==> src/rtl/srce_params.svh <==
/*
  Offsets, field positions, codes and timing counts of the serial ROM
  command engine. Assumes a 100 MHz core clock.
*/
`ifndef SRCE_PARAMS_SVH
`define SRCE_PARAMS_SVH

`define SRCE_CMD_OFS      8'hB0
`define SRCE_DATA_OFS     8'hB4
`define SRCE_STAT_OFS     8'hB8
`define SRCE_MASK_OFS     8'hBC

`define SRCE_BUSY_BIT     31
`define SRCE_OP_MSB       30
`define SRCE_OP_LSB       28
`define SRCE_TOUT_BIT     9
`define SRCE_LOADED_BIT   8

`define SRCE_SIGNATURE    8'hA5
`define SRCE_LAST_BYTE    8'h06
`define SRCE_PINS_RST     4'h1

`define SRCE_SOP_READ     2'h2
`define SRCE_SOP_WRITE    2'h1
`define SRCE_SOP_ERASE    2'h3
`define SRCE_SOP_EXT      2'h0
`define SRCE_EXT_LOCK     2'h0
`define SRCE_EXT_UNLOCK   2'h3
`define SRCE_EXT_WRALL    2'h1
`define SRCE_EXT_ERALL    2'h2

`define SRCE_LEN_SHORT    5'h0B
`define SRCE_LEN_LONG     5'h13
`define SRCE_LEN_READ     5'h08

`define SRCE_CLK_NS       10
`define SRCE_SK_HALF_NS   500
`define SRCE_SK_HALF_CYC  (`SRCE_SK_HALF_NS / `SRCE_CLK_NS)
`define SRCE_TIMEOUT_MS   30
`define SRCE_TIMEOUT_CYC  (`SRCE_TIMEOUT_MS * 1000000 / `SRCE_CLK_NS)

`endif

==> src/rtl/srce_pkg.sv <==
/*
  Types of the serial ROM command engine.
  Assumes nothing beyond a SystemVerilog compiler.
*/
package srce_pkg;

  typedef enum logic [2:0] {
    SRCE_OP_READ   = 3'h0,
    SRCE_OP_LOCK   = 3'h1,
    SRCE_OP_UNLOCK = 3'h2,
    SRCE_OP_WRITE  = 3'h3,
    SRCE_OP_WRALL  = 3'h4,
    SRCE_OP_ERASE  = 3'h5,
    SRCE_OP_ERALL  = 3'h6,
    SRCE_OP_RELOAD = 3'h7
  } srce_op_t;

  typedef enum logic [2:0] {S_IDLE, S_LOAD, S_SEND, S_RECV, S_GAP, S_POLL} srce_state_t;

  typedef struct packed {
    logic [7:0]  addr;
    logic [31:0] wdata;
    logic        wr;
    logic        rd;
  } srce_bus_t;

  typedef struct packed {
    logic sel;
    logic clk;
    logic dout;
    logic oe_n;
  } srce_pins_t;

endpackage

==> src/rtl/srce_engine.sv <==
/*
  Serial ROM command engine: register slave, three-wire ROM sequencer,
  station address reload and interrupt status.
  Assumes a 100 MHz core clock and a ROM data pin with a pull resistor.
*/
// Operation
// - A command runs only while the busy bit is set; no overlap.
// - Setting busy starts the command chosen by the three-bit code.
// - Write-all programs the data byte into every location.
// - Erase clears only the addressed location.
// - Erase-all starts a bulk erase of the whole ROM.
// - Reload fetches the station address; missing signature fails it.
// - No ROM answer within the timeout abandons and goes idle.
// - A timeout sets the timeout status bit.
// - Data line pulled high and no ROM: no timeout.
// - Without timeout, busy clears once the sequence is driven.
// - Line low and no ROM: only programming commands time out.
// - Loaded flag sets after reset or reload load; write one clears.
// - Loaded flag means valid ROM and completed address load.
// - The eight-bit address field addresses the ROM; resets to zero.
// - Data register low byte holds read or write byte; upper zero.
`timescale 1ns/1ps
`include "srce_params.svh"

module srce_engine
  import srce_pkg::*;
#(
  parameter int TIMEOUT_CYCLES = `SRCE_TIMEOUT_CYC
) (
  input  wire logic        core_clk_in,
  input  wire logic        rst_n_in,
  input  wire logic [7:0]  reg_addr_in,
  input  wire logic [31:0] reg_wdata_in,
  input  wire logic        reg_wr_in,
  input  wire logic        reg_rd_in,
  output logic      [31:0] reg_rdata_out,
  output logic             irq_out,
  output logic             rom_sel_out,
  output logic             rom_clk_out,
  input  wire logic        rom_serial_data_pin_in,
  output logic             rom_serial_data_pin_out,
  output logic             rom_serial_data_pin_oe_n_out,
  output logic      [47:0] station_addr_out
);

  localparam logic [21:0] TOUT_LAST = 22'(TIMEOUT_CYCLES - 1);
  localparam logic [7:0]  SK_LAST   = 8'(`SRCE_SK_HALF_CYC - 1);

  logic [1:0]  rst_q;
  logic        rst_n;
  logic        din_m;
  logic        din_s;
  logic [7:0]  div_cnt;
  logic        tick;
  srce_bus_t   bus;
  srce_state_t state;
  srce_pins_t  pin;
  srce_op_t    cmd_op;
  srce_op_t    cur_op;
  logic        cmd_busy;
  logic        boot;
  logic [7:0]  cmd_addr;
  logic [7:0]  cur_addr;
  logic [7:0]  data;
  logic [18:0] sr;
  logic [4:0]  bitcnt;
  logic [7:0]  rx;
  logic [21:0] wd;
  logic        fin;
  logic        tout_ev;
  logic        load_ev;
  logic        rd_ev;
  logic        tout_flag;
  logic        loaded_flag;
  logic [2:0]  stat;
  logic [2:0]  mask;
  logic        go;
  logic        prog;
  logic        rdtype;

  // ************************************************************
  // Reset, pin synchroniser and serial clock divider
  // ************************************************************
  always_ff @(posedge core_clk_in or negedge rst_n_in) begin
    if (!rst_n_in) begin
      rst_q <= 2'h0;
    end else begin
      rst_q <= {rst_q[0], 1'b1};
    end
  end
  assign rst_n = rst_q[1];

  always_ff @(posedge core_clk_in or negedge rst_n) begin
    if (!rst_n) begin
      din_m <= 1'b0;
      din_s <= 1'b0;
    end else begin
      din_m <= rom_serial_data_pin_in;
      din_s <= din_m;
    end
  end

  always_ff @(posedge core_clk_in or negedge rst_n) begin
    if (!rst_n) begin
      div_cnt <= 8'h00;
    end else begin
      div_cnt <= tick ? 8'h00 : div_cnt + 8'h01;
    end
  end
  assign tick = (div_cnt == SK_LAST);

  assign bus    = {reg_addr_in, reg_wdata_in, reg_wr_in, reg_rd_in};
  assign go     = (state == S_IDLE) && cmd_busy && !fin;
  assign prog   = cur_op inside {SRCE_OP_WRITE, SRCE_OP_WRALL, SRCE_OP_ERASE, SRCE_OP_ERALL};
  assign rdtype = cur_op inside {SRCE_OP_READ, SRCE_OP_RELOAD};

  // Builds start bit, serial opcode, address and data, sent from the top bit.
  function automatic logic [18:0] frame_of(srce_op_t op, logic [7:0] a, logic [7:0] d);
    logic [1:0] opc;
    logic [7:0] fa;
    opc = `SRCE_SOP_READ;
    fa  = a;
    case (op)
      SRCE_OP_WRITE: opc = `SRCE_SOP_WRITE;
      SRCE_OP_ERASE: opc = `SRCE_SOP_ERASE;
      SRCE_OP_LOCK: begin
        opc = `SRCE_SOP_EXT;
        fa  = {`SRCE_EXT_LOCK, 6'h00};
      end
      SRCE_OP_UNLOCK: begin
        opc = `SRCE_SOP_EXT;
        fa  = {`SRCE_EXT_UNLOCK, 6'h00};
      end
      SRCE_OP_WRALL: begin
        opc = `SRCE_SOP_EXT;
        fa  = {`SRCE_EXT_WRALL, 6'h00};
      end
      SRCE_OP_ERALL: begin
        opc = `SRCE_SOP_EXT;
        fa  = {`SRCE_EXT_ERALL, 6'h00};
      end
      default: opc = `SRCE_SOP_READ;
    endcase
    return {1'b1, opc, fa, d};
  endfunction

  // ************************************************************
  // Command sequencer
  // ************************************************************
  always_ff @(posedge core_clk_in or negedge rst_n) begin
    if (!rst_n) begin
      state    <= S_IDLE;
      pin      <= `SRCE_PINS_RST;
      cur_op   <= SRCE_OP_READ;
      cur_addr <= 8'h00;
      sr       <= 19'h00000;
      bitcnt   <= 5'h00;
      rx       <= 8'h00;
      wd       <= 22'h000000;
      fin      <= 1'b0;
      tout_ev  <= 1'b0;
      load_ev  <= 1'b0;
      rd_ev    <= 1'b0;
      station_addr_out <= 48'h000000000000;
    end else begin
      fin     <= 1'b0;
      tout_ev <= 1'b0;
      load_ev <= 1'b0;
      rd_ev   <= 1'b0;
      case (state)
        S_IDLE: if (go) begin
          cur_op   <= cmd_op;
          cur_addr <= (cmd_op == SRCE_OP_RELOAD) ? 8'h00 : cmd_addr;
          state    <= S_LOAD;
        end
        S_LOAD: begin
          pin.sel  <= 1'b1;
          pin.clk  <= 1'b0;
          pin.oe_n <= 1'b0;
          pin.dout <= 1'b1;
          sr       <= frame_of(cur_op, cur_addr, data);
          bitcnt   <= (cur_op inside {SRCE_OP_WRITE, SRCE_OP_WRALL}) ?
                      `SRCE_LEN_LONG : `SRCE_LEN_SHORT;
          state    <= S_SEND;
        end
        S_SEND: if (tick) begin
          pin.clk <= !pin.clk;
          if (pin.clk) begin
            sr       <= {sr[17:0], 1'b0};
            pin.dout <= sr[17];
            bitcnt   <= bitcnt - 5'h01;
            if (bitcnt == 5'h01) begin
              pin.dout <= 1'b0;
              if (rdtype) begin
                pin.oe_n <= 1'b1;
                bitcnt   <= `SRCE_LEN_READ;
                state    <= S_RECV;
              end else begin
                pin.sel <= 1'b0;
                state   <= S_GAP;
              end
            end
          end
        end
        S_RECV: if (tick) begin
          pin.clk <= !pin.clk;
          if (pin.clk) begin
            rx     <= {rx[6:0], din_s};
            bitcnt <= bitcnt - 5'h01;
            if (bitcnt == 5'h01) begin
              pin.sel <= 1'b0;
              state   <= S_GAP;
            end
          end
        end
        S_GAP: if (tick) begin
          pin.oe_n <= 1'b1;
          if (prog) begin
            pin.sel <= 1'b1;
            wd      <= 22'h000000;
            state   <= S_POLL;
          end else if (cur_op == SRCE_OP_RELOAD) begin
            if (cur_addr == 8'h00 && rx != `SRCE_SIGNATURE) begin
              fin   <= 1'b1;
              state <= S_IDLE;
            end else begin
              if (cur_addr != 8'h00) begin
                station_addr_out <= {rx, station_addr_out[47:8]};
              end
              if (cur_addr == `SRCE_LAST_BYTE) begin
                load_ev <= 1'b1;
                fin     <= 1'b1;
                state   <= S_IDLE;
              end else begin
                cur_addr <= cur_addr + 8'h01;
                state    <= S_LOAD;
              end
            end
          end else begin
            rd_ev <= (cur_op == SRCE_OP_READ);
            fin   <= 1'b1;
            state <= S_IDLE;
          end
        end
        S_POLL: if (din_s) begin
          pin.sel <= 1'b0;
          fin     <= 1'b1;
          state   <= S_IDLE;
        end else if (wd == TOUT_LAST) begin
          pin.sel <= 1'b0;
          tout_ev <= 1'b1;
          fin     <= 1'b1;
          state   <= S_IDLE;
        end else begin
          wd <= wd + 22'h000001;
        end
        default: state <= S_IDLE;
      endcase
    end
  end

  assign rom_sel_out                  = pin.sel;
  assign rom_clk_out                  = pin.clk;
  assign rom_serial_data_pin_out      = pin.dout;
  assign rom_serial_data_pin_oe_n_out = pin.oe_n;

  // ************************************************************
  // Command and data registers
  // ************************************************************
  always_ff @(posedge core_clk_in or negedge rst_n) begin
    if (!rst_n) begin
      boot     <= 1'b1;
      cmd_busy <= 1'b0;
      cmd_op   <= SRCE_OP_READ;
      cmd_addr <= 8'h00;
    end else begin
      boot <= 1'b0;
      if (boot) begin
        cmd_busy <= 1'b1;
        cmd_op   <= SRCE_OP_RELOAD;
      end else if (fin) begin
        cmd_busy <= 1'b0;
      end else if (bus.wr && bus.addr == `SRCE_CMD_OFS && !cmd_busy) begin
        cmd_busy <= bus.wdata[`SRCE_BUSY_BIT];
        cmd_op   <= srce_op_t'(bus.wdata[`SRCE_OP_MSB:`SRCE_OP_LSB]);
        cmd_addr <= bus.wdata[7:0];
      end
    end
  end

  always_ff @(posedge core_clk_in or negedge rst_n) begin
    if (!rst_n) begin
      data <= 8'h00;
    end else if (rd_ev) begin
      data <= rx;
    end else if (bus.wr && bus.addr == `SRCE_DATA_OFS && !cmd_busy) begin
      data <= bus.wdata[7:0];
    end
  end

  always_ff @(posedge core_clk_in or negedge rst_n) begin
    if (!rst_n) begin
      tout_flag   <= 1'b0;
      loaded_flag <= 1'b0;
    end else begin
      if (tout_ev) begin
        tout_flag <= 1'b1;
      end else if (go) begin
        tout_flag <= 1'b0;
      end
      if (load_ev) begin
        loaded_flag <= 1'b1;
      end else if (bus.wr && bus.addr == `SRCE_CMD_OFS && bus.wdata[`SRCE_LOADED_BIT]) begin
        loaded_flag <= 1'b0;
      end
    end
  end

  // ************************************************************
  // Interrupt status, mask and read port
  // ************************************************************
  always_ff @(posedge core_clk_in or negedge rst_n) begin
    if (!rst_n) begin
      stat    <= 3'h0;
      mask    <= 3'h0;
      irq_out <= 1'b0;
    end else begin
      stat    <= {load_ev, tout_ev, fin} |
                 ((bus.rd && bus.addr == `SRCE_STAT_OFS) ? 3'h0 : stat);
      irq_out <= |(stat & mask);
      if (bus.wr && bus.addr == `SRCE_MASK_OFS) begin
        mask <= bus.wdata[2:0];
      end
    end
  end

  always_ff @(posedge core_clk_in or negedge rst_n) begin
    if (!rst_n) begin
      reg_rdata_out <= 32'h00000000;
    end else if (bus.rd) begin
      case (bus.addr)
        `SRCE_CMD_OFS:  reg_rdata_out <= {cmd_busy, cmd_op, 18'h00000,
                                          tout_flag, loaded_flag, cmd_addr};
        `SRCE_DATA_OFS: reg_rdata_out <= {24'h000000, data};
        `SRCE_STAT_OFS: reg_rdata_out <= {29'h00000000, stat};
        `SRCE_MASK_OFS: reg_rdata_out <= {29'h00000000, mask};
        default:        reg_rdata_out <= 32'h00000000;
      endcase
    end else begin
      reg_rdata_out <= 32'h00000000;
    end
  end
endmodule

==> config.mk <==
export PLATFORM = sky130hd
export DESIGN_NAME = srce_engine
export DESIGN_NICKNAME = d
export VERILOG_FILES = /design/src/rtl/srce_pkg.sv /design/src/rtl/srce_engine.sv
export VERILOG_INCLUDE_DIRS = /design/src /design/src/rtl
export SDC_FILE = /design/constraint.sdc
export NUM_CORES = 1
export LEC_CHECK = 0
export BUFFER_PORTS_ARGS = -buffer_cell sky130_fd_sc_hd__buf_2
export CAP_MARGIN = 40
export CORE_ASPECT_RATIO = 1.5
export CORE_UTILIZATION = 53
export CTS_BUF_LIST = sky130_fd_sc_hd__clkbuf_4
export DETAILED_ROUTE_END_ITERATION = 12
export HOLD_SLACK_MARGIN = 0.12
export PLACE_DENSITY = 0.76
export SYNTH_ARGS = -nofsm -noshare
export SYNTH_HDL_FRONTEND = slang
export SYNTH_SLANG_ARGS = --single-unit
export TNS_END_PERCENT = 1
==> constraint.sdc <==
create_clock -name core_clk_in -period 5.4 [get_ports core_clk_in]
set_input_delay 1.08 -clock core_clk_in [delete_from_list [all_inputs] [get_ports core_clk_in]]
set_output_delay 1.08 -clock core_clk_in [all_outputs]
set_load 0.005 [all_outputs]
==> metrics.md <==
| Metric | Value |
|---|---|
| Status | complete, no violations |
| Gr busiest metal | met2 |
| Met1 usage | 27.59% |
| CTS tree | yes |
| Mux share of post-synthesis cell area | about an eighth |
| Min Tclk post-route | 3.326 ns |
| Average size of a mapped cell | 10.92 µm² |
| Vias in the first global route | 6423 |
| Simple-Gate Fraction of Synth Area | 15.03% |
| Critical path fanouts, max | 25 |
| Initial Util | 54.43% |
| Antenna-violating nets left | 0 |
| Hold_ws | 0.2276 ns |
| Dpl hpwl | 13270 µm |
| First-pass GRT wire length | 31310 µm |
| Worst Max-Slew Pin Slew | ~0.86 ns |
| I/O pins | 130 |
| Top_reg_cell synth | dfrtp_1 |
| # placed instances | 1048 |
| Worst setup margin | 2.074 ns |
| Number of synthesized flops with an enable pin | 0 |
| Initial DRC Count | 425 |
| Hold Crit Class | in -> async |
| Overall Power | 2.155 mW |
| Hold Vio Cnt, Final | 0 |
| Clock Latency Late Sink | 0.60 ns |
| Core area | 15770 µm² |
| Worst Skew | between 0.015 and 0.02 ns |
| Largest cells by area after synthesis | dfrtp_1 52%, mux2_1 6.3%, a21oi_1 3.4% |
| RSZ-0062 raised after global routing | false |
| Critical Path Sink Type | register |
| Worst-path clk slew | between 0.15 and 0.2 ns |
| Synth top area share | 51.62% |
| Final period utilization | 61.59% |
| Critical path buffers and inverters | 2 |
| Rows | 56 |
| CP cell instances | inv_1, ha_1, nand4bb_1, nor2_2, nand3_1, a31oi_4, buf_4, mux2_1 |
| Setup-failing EPs final | 0 |
| Most common library cells after synthesis | 177 x dfrtp_1, 58 x a21oi_1, 49 x nor2_1 |
| Post-CTS setup buffers | 0 |
| Seq cells post-synth | 179 |
| Yosys warns | 0 |
| Initial antenna violation count | 1 |
| Data required time of the critical path | between 5 and 6 ns |
| Port Buffers | 92 |
| DIE AREA | 16710 µm² |
| Num CTS Buffers | 17 |
| Die width | 105.9 µm |
| Leak pwr | roughly 4.6 nW |
| Synth Area in XOR/XNOR | 0.8166% |
| Grt met3 use | 4.693% |
| Sequential element share of the synthesized area | 52.23% |
| TritonCTS Sinks | 179 |
| Cells after Synth | roughly 800 |
| Leading area contributor after synthesis | dfrtp_1 |
| Crit path DAT | about 3.8 ns |
| Nets@finish | 917 |
| Max VDD drop | between 100 and 150 µV |
| DR vias | 6508 |
| Multi-input gate area in the final layout | ~3800 µm² |
| GRT Residual Overflow | 0 |
| Clock root buffer | clkbuf_4 |
| CP peak stage delay | 0.72 ns |
| Slowest-stage cell, CP | a31oi_4 |
| Met2 Usage GRT | 43.01% |
| Final Max Slew Viols | 0 |
| DR vias/cell | 6.020 |
| Worst setup SP type | register |
| Fill cells | about 1300 |
| Hold_buf cts | 0 |
| Post-route setup TNS | 0 ns |
| Top-count cell post-synth | dfrtp_1 |
| Synthesized-area fraction occupied by adder cells | 1.167% |
| Die Ht | roughly 160 µm |
| Max-Cap Viols | 0 |
| Reg area | 4486 µm² |
| Maximum clock rate | 300.7 MHz |
| Library cells used by synthesis | 73 |
| Area Growth Syn to Fin | 10.09% |
| DR pass1 iterations | 7 |
| Post_cts resized | 0 |
| Layout cells sized above 1 | ~21% |
| Largest net degree at the start of global routing | roughly 110 |
| Mapped Area | 8581 µm² |
| CTS H-tree depth | 4 |
| Clock Tree Buf Depth | 2 |
| Largest family of logic cells by synthesized area | simple AND/OR/NAND/NOR gates |
| Post-DR wirelength/cell | 17.22 µm |
| Place WS | about 2 ns |
| PwrDens | 228.1 nW/µm² |
| Worst slew margin | between 40 and 50% |
| WL final | ~19000 µm |
| Post-Layout Cell Count | 1081 |
| Crit Path Class | reg -> reg |
| Total track usage | 23.84% |
| Drt drc | 0 |
| Ys async rst share | 100.0% |
| Worst path top cell family by delay | simple AND/OR/NAND/NOR gates |
| GPL Wtd Cong | ~0.86 |
| Synth Area in Compound Gates | 13.08% |
-- worst paths after layout --
kind | start | to | slack [ns] | depth (start not counted)
min in group core_clk_in | rst_q[0] | rst_q[1] | 0.37 | 0
setup reg to reg | div_cnt[1] | station_addr_out[10] | 2.07 | 8
setup / recovery | div_cnt[1] | station_addr_out[10] | 2.07 | 8
hold / removal | rst_n_in | rst_q[1] | 0.23 | 1
max in group asynchronous | rst_q[1] | mask[2] | 4.26 | 1
hold reg to reg | rst_q[1] | div_cnt[7] | 0.27 | 0
-- cell type report --
cell class | count | area share [%]
multi-input combinational | 546 | 40.12
inverter | 19 | 0.7550
tap | 203 | 2.689
clock inverter | 15 | 1.523
timing repair buffer | 101 | 6.053
sequential | 179 | 47.48
clock buffer | 17 | 1.351
antenna | 1 | 0.02649
-- flip-flops by register name, indices dropped and copies added, names as in the netlist, 2 cells and up --
name	cells
stat	3
bitcnt	5
div_cnt	8
rst_q	2
cmd_addr	8
rx	8
sr	18
mask	3
cmd_op	3
wd	22
reg_rdata_out	14
cur_op	3
state	3
cur_addr	8
station_addr_out	48
data	8
-- power by group --
part,leakage (nW),internal [mW],total [mW],switching [mW]
Combinational,2.00,0.0240,0.0691,0.0451
Sequential,2.41,1.35,1.36,0.0140
Clock,0.146,0.204,0.723,0.519
Total,4.55,1.58,2.15,0.578
-- kinds of logic (layout without fill, tap and decap cells) --
group	count (synthesis)	in the layout
and+or+nand+nor	235	235
DFF	179	179
AOI/OAI and AO/OA	177	177
muxes	98	98
buffers and inverters	79	152
adders and majority gates	8	8
xor gates and xnor gates	8	8
other	2	21
-- metal layers --
metal / up-vias / wire length [µm] / part of all wire [%]
met5: - / 0 / 0
met4: 0 / 519 / 2.8
met1: 3242 / 7338 / 39
li1: 3018 / - / -
met3: 46 / 811 / 4.4
met2: 202 / 9949 / 53
-- cells in the final DEF, fill, tap and decap left out, types with 6 or more instances in the layout --
cell type,n
clkbuf_4,17
dfrtp_1,176
conb_1,20
nor3_1,18
a31oi_1,19
o21ai_0,30
nor2b_1,7
o31ai_1,13
a21oi_1,57
inv_1,19
nand2_1,41
ha_1,8
a22oi_1,8
mux2_1,48
or4_1,15
mux2i_1,23
and3_1,9
o21ai_1,6
nand4_1,16
or3_1,7
nand2b_1,7
buf_2,92
nor2_1,49
mux2_2,24
and2_1,9
nand3_1,20
xnor2_1,6
-- stage by stage --
stage / utilization [%] / cell area (µm²)
final: 59.92 / 9447
after global routing: 59.92 / 9447
after CTS: 59.90 / 9444
after detailed placement: 58.18 / 9173
after global placement: 57.84 / 9119
after floorplan: - / 8648
Note: power is estimated with default switching activity, not from simulation.
